==> src/pio_pkg.sv <==
// package: register indices, field layout and carriers of the general-purpose line port
package pio_pkg;
   // number of general-purpose lines and lower-group width
   localparam int PIO_LINES = 9;
   localparam int PIO_LOW = 8;
   // raw inputs to filter: nine pins, trip pin, overcurrent
   localparam int PIO_RAW = 11;
   localparam int PIO_TRIP_BIT = 9;
   localparam int PIO_OVC_BIT = 10;
   // register indices; byte address is four times the index
   localparam logic [7:0] IDX_LOWER_DIR = 8'h04;
   localparam logic [7:0] IDX_LOWER_DATA = 8'h05;
   localparam logic [7:0] IDX_LOWER_IEN = 8'h06;
   localparam logic [7:0] IDX_LOWER_FLAG = 8'h07;
   localparam logic [7:0] IDX_IRQ_STATUS = 8'h17;
   localparam logic [7:0] IDX_SW_TRIP = 8'h30;
   localparam logic [7:0] IDX_UPPER_DIR = 8'h44;
   localparam logic [7:0] IDX_UPPER_DATA = 8'h45;
   localparam logic [7:0] IDX_UPPER_IEN = 8'h46;
   localparam logic [7:0] IDX_UPPER_FLAG = 8'h47;
   localparam logic [7:0] IDX_PIN_SELECT = 8'h49;
   // word index sits above the two byte-offset bits
   localparam int ADDR_LSB = 2;
   localparam int ADDR_W = 12;
   // field positions
   localparam int UPPER_DATA_BIT = 0;
   localparam int UPPER_MODE_BIT = 1;
   localparam int IRQ_SYNC_BIT = 0;
   localparam int IRQ_TRIP_BIT = 1;
   // reset values
   localparam logic [7:0] SELECT_RST = 8'hff;
   localparam logic [1:0] UPPER_DATA_RST = 2'h2;
   localparam logic [PIO_RAW-1:0] STABLE_RST = 11'h200;
   // apb request carrier
   typedef struct packed {
      logic sel;
      logic enable;
      logic write;
      logic [ADDR_W-1:0] addr;
      logic [31:0] wdata;
   } pio_apb_req_type;
   // pin carrier toward the pads
   typedef struct packed {
      logic [PIO_LINES-1:0] level;
      logic [PIO_LINES-1:0] oe_n;
      logic [PIO_LINES-1:0] pull_down;
   } pio_pad_out_type;
endpackage

==> src/pio_port.sv <==
// general-purpose line port with change-of-state flags and merged peripheral interrupt
`timescale 1ns/1ps
`default_nettype none

// Function
// RULE1 - select bit set means general-purpose, else alternate
// RULE2 - select register resets to all ones
// RULE3 - upper data bit one selects line eight mode
// RULE4 - direction bits: zero input, one output
// RULE5 - direction registers reset to input
// RULE6 - data reads pins or drives written values
// RULE7 - source needs enable, general-purpose, input
// RULE8 - change detection on both edges
// RULE9 - change sets flag, shared port interrupt
// RULE10 - flag register read returns then clears
// RULE11 - interrupt enables reset cleared
// RULE12 - every line pulled low internally
// RULE13 - software selects serial pins, minimum 0xd8
// RULE14 - external serial clock needs select bit three
// RULE15 - receive line choice frees other pin
// RULE16 - all sources merge onto active-low core line
// RULE17 - sync interrupt on rising sync pulse
// RULE18 - trip: falling pin, overcurrent, software write
// RULE19 - core input should be level sensitive
// RULE20 - core line low until all acknowledged
// RULE21 - status read clears trip and sync flags
// RULE22 - inputs synchronised, change versus previous sample
// RULE23 - event during flag read stays set
module pio_port import pio_pkg::*; (
   input wire logic pclk, // system clock
   input wire logic presetn, // async reset, active low
   input wire logic psel, // apb select
   input wire logic penable, // apb access phase
   input wire logic pwrite, // apb direction
   input wire logic [ADDR_W-1:0] paddr, // apb byte address
   input wire logic [31:0] pwdata, // apb write data
   output logic [31:0] prdata, // apb read data
   output logic pready, // apb ready
   output logic pslverr, // apb error on unmapped address
   input wire logic [PIO_LINES-1:0] pad_in, // pin levels from pads
   output logic [PIO_LINES-1:0] pad_out, // pin drive levels
   output logic [PIO_LINES-1:0] pad_oe_n, // low while driving
   output logic [PIO_LINES-1:0] pad_pull_down, // internal pull-down enable
   input wire logic [PIO_LINES-1:0] alt_out, // alternate function drive level
   input wire logic [PIO_LINES-1:0] alt_drive, // alternate function drives pin
   output logic [PIO_LINES-1:0] alt_in, // filtered pin level to alternates
   input wire logic pwm_sync_pulse, // pwm sync pulse, same clock
   input wire logic pwm_trip_input_n, // trip pin, active low
   input wire logic current_sense_input, // overcurrent comparator output
   output logic port_irq, // shared line-change interrupt
   output logic peripheral_core_interrupt_n // merged core interrupt, low active
);

   // whole block state
   typedef struct packed {
      logic [7:0] pin_function_select;
      logic [7:0] lower_lines_direction;
      logic upper_line_direction;
      logic [7:0] lower_lines_data;
      logic [1:0] upper_line_data_and_mode;
      logic [7:0] lower_lines_irq_enable;
      logic upper_line_irq_enable;
      logic [7:0] lower_lines_change_flags;
      logic upper_line_change_flag;
      logic [1:0] peripheral_irq_status;
      logic [PIO_RAW-1:0] sync_a; // first stage
      logic [PIO_RAW-1:0] sync_b; // second stage
      logic [PIO_RAW-1:0] sync_c; // third stage
      logic [PIO_RAW-1:0] stable; // accepted level
      logic sync_prev; // last sync pulse sample
      logic [31:0] rdata; // registered read data
   } pio_state_type;

   pio_state_type state; // current state
   pio_state_type next_state; // next state
   pio_apb_req_type req; // bundled apb request

   // combinational helpers
   logic [PIO_LINES-1:0] gp_mode; // line in general-purpose mode
   logic [PIO_LINES-1:0] dir_out; // line is output
   logic [PIO_LINES-1:0] out_val; // written data
   logic [PIO_LINES-1:0] ien; // interrupt enables
   logic [PIO_LINES-1:0] eligible; // line may raise interrupt
   logic [PIO_LINES-1:0] changed; // filtered level changed
   logic [PIO_LINES-1:0] events; // change events to flag
   logic [PIO_LINES-1:0] rd_level; // data seen by reads
   logic [PIO_RAW-1:0] settle; // stages two and three agree
   logic [PIO_RAW-1:0] raw_in; // raw asynchronous inputs
   logic [PIO_RAW-1:0] next_stable; // accepted level next cycle
   logic [7:0] idx; // word index of request
   logic setup_rd; // read setup phase
   logic acc_wr; // write completes this edge
   logic acc_rd; // read completes this edge
   logic mapped; // address hits a register
   logic trip_fall; // trip pin falling edge
   logic ovc_rise; // overcurrent rising edge
   logic sync_rise; // sync pulse rising edge
   logic sw_trip; // software trip write
   pio_pad_out_type pads; // pad drive bundle

   // request bundle and decode
   always_comb begin
      req.sel = psel;
      req.enable = penable;
      req.write = pwrite;
      req.addr = paddr;
      req.wdata = pwdata;
      idx = req.addr[ADDR_LSB +: 8];
      setup_rd = req.sel && !req.enable && !req.write;
      acc_wr = req.sel && req.enable && req.write;
      acc_rd = req.sel && req.enable && !req.write;
      unique case (idx)
         IDX_LOWER_DIR, IDX_LOWER_DATA, IDX_LOWER_IEN, IDX_LOWER_FLAG, IDX_IRQ_STATUS,
         IDX_SW_TRIP, IDX_UPPER_DIR, IDX_UPPER_DATA, IDX_UPPER_IEN, IDX_UPPER_FLAG,
         IDX_PIN_SELECT: mapped = 1'b1;
         default: mapped = 1'b0;
      endcase
   end

   // per-line configuration view
   always_comb begin
      gp_mode = {state.upper_line_data_and_mode[UPPER_MODE_BIT], // RULE3
                 state.pin_function_select}; // RULE1
      dir_out = {state.upper_line_direction, state.lower_lines_direction}; // RULE4
      out_val = {state.upper_line_data_and_mode[UPPER_DATA_BIT], state.lower_lines_data};
      ien = {state.upper_line_irq_enable, state.lower_lines_irq_enable};
      eligible = ien & gp_mode & ~dir_out; // RULE7
   end

   // input filter: a level counts once stages two and three agree
   always_comb begin
      raw_in = {current_sense_input, pwm_trip_input_n, pad_in};
      settle = ~(state.sync_b ^ state.sync_c); // RULE22
      next_stable = (state.sync_c & settle) | (state.stable & ~settle);
      changed = next_stable[PIO_LINES-1:0] ^ state.stable[PIO_LINES-1:0]; // RULE22
      events = changed & eligible; // RULE8
      trip_fall = state.stable[PIO_TRIP_BIT] && !next_stable[PIO_TRIP_BIT];
      ovc_rise = !state.stable[PIO_OVC_BIT] && next_stable[PIO_OVC_BIT];
      sync_rise = pwm_sync_pulse && !state.sync_prev; // RULE17
      sw_trip = acc_wr && (idx == IDX_SW_TRIP);
   end

   // read view: inputs show pin level, outputs show written value
   always_comb begin
      rd_level = (dir_out & out_val) | (~dir_out & state.stable[PIO_LINES-1:0]); // RULE6
   end

   // next-state logic: registers, flags and read data
   always_comb begin
      next_state = state;
      next_state.sync_a = raw_in;
      next_state.sync_b = state.sync_a;
      next_state.sync_c = state.sync_b;
      next_state.stable = next_stable;
      next_state.sync_prev = pwm_sync_pulse;
      // register writes take effect at the access edge
      if (acc_wr) begin
         unique case (idx)
            IDX_PIN_SELECT: next_state.pin_function_select = req.wdata[7:0]; // RULE1
            IDX_LOWER_DIR: next_state.lower_lines_direction = req.wdata[7:0]; // RULE4
            IDX_UPPER_DIR: next_state.upper_line_direction = req.wdata[0]; // RULE4
            IDX_LOWER_DATA: next_state.lower_lines_data = req.wdata[7:0]; // RULE6
            IDX_UPPER_DATA: next_state.upper_line_data_and_mode = req.wdata[1:0]; // RULE3
            IDX_LOWER_IEN: next_state.lower_lines_irq_enable = req.wdata[7:0];
            IDX_UPPER_IEN: next_state.upper_line_irq_enable = req.wdata[0];
            default: ; // read-only, software trip or unmapped: no register written
         endcase
      end
      // read of a flag register clears it; a same-cycle event is kept
      if (acc_rd && idx == IDX_LOWER_FLAG) begin
         next_state.lower_lines_change_flags = 8'h00; // RULE10
      end
      if (acc_rd && idx == IDX_UPPER_FLAG) begin
         next_state.upper_line_change_flag = 1'b0; // RULE10
      end
      if (acc_rd && idx == IDX_IRQ_STATUS) begin
         next_state.peripheral_irq_status = 2'h0; // RULE21
      end
      // set after clear so set wins
      next_state.lower_lines_change_flags = next_state.lower_lines_change_flags
                                            | events[PIO_LOW-1:0]; // RULE9 RULE23
      next_state.upper_line_change_flag = next_state.upper_line_change_flag
                                          | events[PIO_LOW]; // RULE9 RULE23
      if (sync_rise) begin
         next_state.peripheral_irq_status[IRQ_SYNC_BIT] = 1'b1; // RULE17
      end
      if (trip_fall || ovc_rise || sw_trip) begin
         next_state.peripheral_irq_status[IRQ_TRIP_BIT] = 1'b1; // RULE18
      end
      // read data captured in setup, presented in access
      if (setup_rd) begin
         next_state.rdata = 32'h0;
         unique case (idx)
            IDX_PIN_SELECT: next_state.rdata[7:0] = state.pin_function_select;
            IDX_LOWER_DIR: next_state.rdata[7:0] = state.lower_lines_direction;
            IDX_UPPER_DIR: next_state.rdata[0] = state.upper_line_direction;
            IDX_LOWER_DATA: next_state.rdata[7:0] = rd_level[PIO_LOW-1:0]; // RULE6
            IDX_UPPER_DATA: begin
               next_state.rdata[UPPER_DATA_BIT] = rd_level[PIO_LOW]; // RULE6
               next_state.rdata[UPPER_MODE_BIT] =
                  state.upper_line_data_and_mode[UPPER_MODE_BIT];
            end
            IDX_LOWER_IEN: next_state.rdata[7:0] = state.lower_lines_irq_enable;
            IDX_UPPER_IEN: next_state.rdata[0] = state.upper_line_irq_enable;
            // flags returned as held at the access edge
            IDX_LOWER_FLAG: next_state.rdata[7:0] = next_state.lower_lines_change_flags;
            IDX_UPPER_FLAG: next_state.rdata[0] = next_state.upper_line_change_flag;
            IDX_IRQ_STATUS: next_state.rdata[1:0] = next_state.peripheral_irq_status;
            default: next_state.rdata = 32'h0; // unmapped or write-only
         endcase
      end
   end

   // flag bits raised between setup and access still join the read
   logic [31:0] rd_late; // flags held during the access cycle
   always_comb begin
      rd_late = 32'h0;
      if (acc_rd && idx == IDX_LOWER_FLAG) begin
         rd_late[7:0] = state.lower_lines_change_flags;
      end
      if (acc_rd && idx == IDX_UPPER_FLAG) begin
         rd_late[0] = state.upper_line_change_flag;
      end
      if (acc_rd && idx == IDX_IRQ_STATUS) begin
         rd_late[1:0] = state.peripheral_irq_status;
      end
   end

   // state register
   always_ff @(posedge pclk or negedge presetn) begin
      if (!presetn) begin
         state <= '0;
         state.pin_function_select <= SELECT_RST; // RULE2
         state.lower_lines_direction <= 8'h00; // RULE5
         state.upper_line_direction <= 1'b0; // RULE5
         state.upper_line_data_and_mode <= UPPER_DATA_RST;
         state.lower_lines_irq_enable <= 8'h00; // RULE11
         state.upper_line_irq_enable <= 1'b0; // RULE11
         state.sync_a <= STABLE_RST;
         state.sync_b <= STABLE_RST;
         state.sync_c <= STABLE_RST;
         state.stable <= STABLE_RST;
      end else begin
         state <= next_state;
      end
   end

   // pad drive: general-purpose lines use data and direction
   always_comb begin
      pads.level = (gp_mode & out_val) | (~gp_mode & alt_out);
      pads.oe_n = (gp_mode & ~dir_out) | (~gp_mode & ~alt_drive); // RULE4
      pads.pull_down = {PIO_LINES{1'b1}}; // RULE12
   end

   // outputs
   always_comb begin
      pad_out = pads.level;
      pad_oe_n = pads.oe_n;
      pad_pull_down = pads.pull_down;
      alt_in = state.stable[PIO_LINES-1:0];
      port_irq = |{state.upper_line_change_flag, state.lower_lines_change_flags}; // RULE9
      peripheral_core_interrupt_n = !(port_irq || |state.peripheral_irq_status); // RULE16 RULE20
      prdata = state.rdata | rd_late;
      pready = 1'b1;
      pslverr = req.sel && req.enable && !mapped;
   end

endmodule // pio_port

`default_nettype wire

==> config.mk <==
export PLATFORM = sky130hd
export DESIGN_NAME = pio_port
export DESIGN_NICKNAME = d
export VERILOG_FILES = /design/src/pio_pkg.sv /design/src/pio_port.sv
export SDC_FILE = /design/constraint.sdc
export NUM_CORES = 1
export LEC_CHECK = 0
export BUFFER_PORTS_ARGS = -buffer_cell sky130_fd_sc_hd__buf_4
export CAP_MARGIN = 30
export CORE_UTILIZATION = 49
export DETAILED_ROUTE_END_ITERATION = 10
export GPL_ROUTABILITY_DRIVEN = 1
export PLACE_DENSITY = 0.82
export SLEW_MARGIN = 20
export SYNTH_ARGS = -nofsm -noshare
export SYNTH_HDL_FRONTEND = slang
export SYNTH_SLANG_ARGS = --single-unit
==> constraint.sdc <==
create_clock -name pclk -period 3.3 [get_ports pclk]
set_input_delay 0.66 -clock pclk [delete_from_list [all_inputs] [get_ports pclk]]
set_output_delay 0.66 -clock pclk [all_outputs]
set_load 0.005 [all_outputs]
==> results.md <==
- Total grt overflow: 0
- Pwr/cell area: about 430 nW/um^2
- HPWL Detailed: slightly below 8 mm
- Period Utilization, post-route: a little over four fifths
- Top post-synthesis cells by count: dfrtp_1, nand2_1, mux2_2
- Crit end category: primary output
- Mapped cell area: 4920 sq um
- Yosys reg bits: 100
- WL/cell: 16.5 um
- Inserted Clock Buffers: 9
- Reg power frac: around 52%
- Initial core utilization: roughly 51%
- Top cells by area, synth: dfrtp_1, mux2_2, dfstp_2
- Drt drc: 0
- Final setup fails: 0
- Worst IR Drop VDD: ~260 uV
- Area leader, netlist: dfrtp_1
- Largest net degree at the start of global routing: 66
- Syn. warnings: 0
- Number of antenna violations at the first check in global routing: 0
- H-Tree Depth: 3
- WS Path Type: input pin to primary output
- Clk_lat worst skew: between 300 and 400 ps
- PostCTS Resize Cnt: 0
- Via count: approximately 3700
- CP dominant cell by count: buf_4
- Slew Limit Fails: 0
- Combinational power share: under 10%
- Max_cap viols: 0
- Post-CTS Setup Inserts: 0
- Post-synth ARST share: 100%
- Die width: approximately 100 um
- Post-synth EDFFs: 0
- I/O Buffers: slightly below 90
- Top cell type's share of synthesized area: 44.3%
- Hold Buf Count CTS: 0
- Netlist cell types: between 50 and 60
- Most used DFF post-synth: dfrtp_1
- Fin. Hold Viols: 0
- Row Count: 36
- Via-per-instance ratio: around 5.6
- Drt total wl: 11.0 mm
- Antenna Cells: 0
- Pwr Total: roughly 2500 uW
- Layout cells sized above 1: 36.6%
- Leak: 0.00267 uW
- CTS tree: done
- Post-Syn Instances: approximately 440
- Slowest-stage cell, CP: and4b_1
- Total GRT Usage: between 20% and 30%
- GP Congestion: between 0.9 and 1
- Int Power: 1920 uW
- Remaining antenna violation count: 0
- Die area: ~10000 sq um
- Synth Area per Inst: 11.1 sq um
- Clock skew: approximately 7.6 ps
- CTS Buffer Depth: 2
- Most frequent cell after synthesis: dfrtp_1
- Switching power: 605 uW
- Layout area overhead: 18.2%
- Core ar.: between 9000 and 10000 sq um
- Net Sw Frac: a little under a quarter
- Initial DRC count: between 200 and 250
- Worst-margin pin slew: 851 ps
- Required @ worst endpoint: 2640 ps
- Unrepaired setup endpoints after global routing: no
- Die height: approximately 100 um
- Drt first pass iters: 4
- Clock sinks: 100
- Slew HR: 42.7%
- Clk pwr share: a little under two fifths
- Hold crit path type: input pin to async pin
- Min Tclk post-route: approximately 2800 ps
- Fin nets: roughly 610
- Critical Path Start Type: input pin
- IO Pins: around 150
- Post-synthesis sequential area ratio: slightly above 50%
- Slowest stage delay, CP: a little under 400 ps
- CTS clock-pin slew for the worst setup and hold paths: approximately 100 ps
- Sequence of cells on the critical path: buf_4 -> and4b_1 -> nand4b_1 -> nor2_1 -> a221o_1 -> buf_4
- Worst EP arrival: approximately 2100 ps
- Largest fanout on the critical path: 34
- Fin Setup TNS: 0 ps
- First-pass GRT wire length: around 18 mm
- Status: complete, no violations
- Fmax: 357 MHz
- Vias in the first global route: approximately 3600
- Root buffer cell: clkbuf_8
[final timing paths]
| check | slack, ps | startpoint | to | cells past startpoint |
|---|---|---|---|---|
| worst max-delay path | 500 | paddr[2] | prdata[1] | 6 |
| worst min-delay path | 360 | presetn | next_state[61]$_DFF_PN0_ | 1 |
| min in group pclk | 360 | next_state[62]$_DFF_PN0_ | next_state[51]$_DFF_PN0_ | 0 |
| worst min register to register | 360 | next_state[62]$_DFF_PN0_ | next_state[51]$_DFF_PN0_ | 0 |
| worst max register to register | 1600 | next_state[53]$_DFF_PN1_ | state[1]$_DFFE_PN0P_ | 5 |
| max in group asynchronous | 2100 | presetn | state[53]$_DFF_PN1_ | 2 |
[cells by family (layout without fill, tap and decap cells)]
family | after synthesis | count (layout) | share of synthesized area, %
multiplexers | 59 | 59 | 13.2
buffers and inverters | 61 | 119 | 8.06
adder cells (fa/ha/maj) | 4 | 4 | 0.814
AO/OA/AOI/OAI | 83 | 83 | 11.4
other | 2 | 34 | 0.153
AND/OR/NAND/NOR | 134 | 134 | 15.1
flip-flops | 100 | 100 | 51.2
[power by group through the flow]
stage	sequential [uW]	clock, uW	combinational [uW]
2_1_floorplan	1330	0	151
6_report	1320	958	246
3_5_place_dp	1340	0	247
4_1_cts	1320	977	248
3_3_place_gp	1340	0	240
5_1_grt	1320	1020	278
[registers in the layout (all words and copies together), names as in the netlist]
name and flops:
out_val 9, state 33, next_state 22, gp_mode 9
dir_out 9, alt_in 9, ien 9
[per-layer routing]
layer / track usage [%] / up-vias / wire length (um)
li1: - / 1693 / -
met1: 28.0 / 1853 / 4440
met2: 37.8 / 153 / 5520
met3: 5.61 / 14 / 820
met4: 7.80 / 0 / 185
met5: 0 / - / 0
[through the flow]
stage                     cells  utilization (%)  area (sq um)  worst slack [ps]  hold slack, ps
final                       666             59.7          5810               500             356
after global routing        666             59.7          5810               366             365
after CTS                   666             59.7          5810               549             358
after detailed placement    650             57.1          5560               555             335
after global placement      650             57.1          5560               567             333
after floorplan             475                -          5040               916             331
[cell type report]
type                            count  area (sq um)
Timing Repair Buffer               96           721
Fill cell                         814          3920
Clock inverter                      7           133
Multi-Input combinational cell    314          2120
Sequential cell                   100          2520
Clock buffer                        9           124
Inverter                            7          26.3
Tap cell                          133           166
[worst max-delay path, delay by kind of cell]
| family | cells | cell delay [ps] |
|---|---|---|
| AOI/OAI and AO/OA | 1 | 190 |
| buffers and inverters | 2 | 430 |
| and+or+nand+nor | 3 | 840 |
[cell usage in the layout, fill, tap and decap left out, types with 4 or more instances in the layout]
cell type	synthesis	layout
and3b_1	8	8
a21oi_1	12	12
conb_1	2	34
a221oi_1	7	7
o21ai_0	22	22
nor3_1	5	5
o21ai_1	6	6
dfrtp_1	87	87
or3b_2	10	10
buf_4	44	96
nand3b_1	4	4
mux2_2	48	48
nor2b_1	11	11
dfstp_2	13	13
inv_1	7	7
a31o_2	6	6
nor2_1	17	17
mux2i_1	11	11
maj3_1	4	4
o21bai_1	7	7
o32ai_1	6	6
nand2_1	55	55
clkbuf_8	0	9
(Power assumes the default switching activity.)
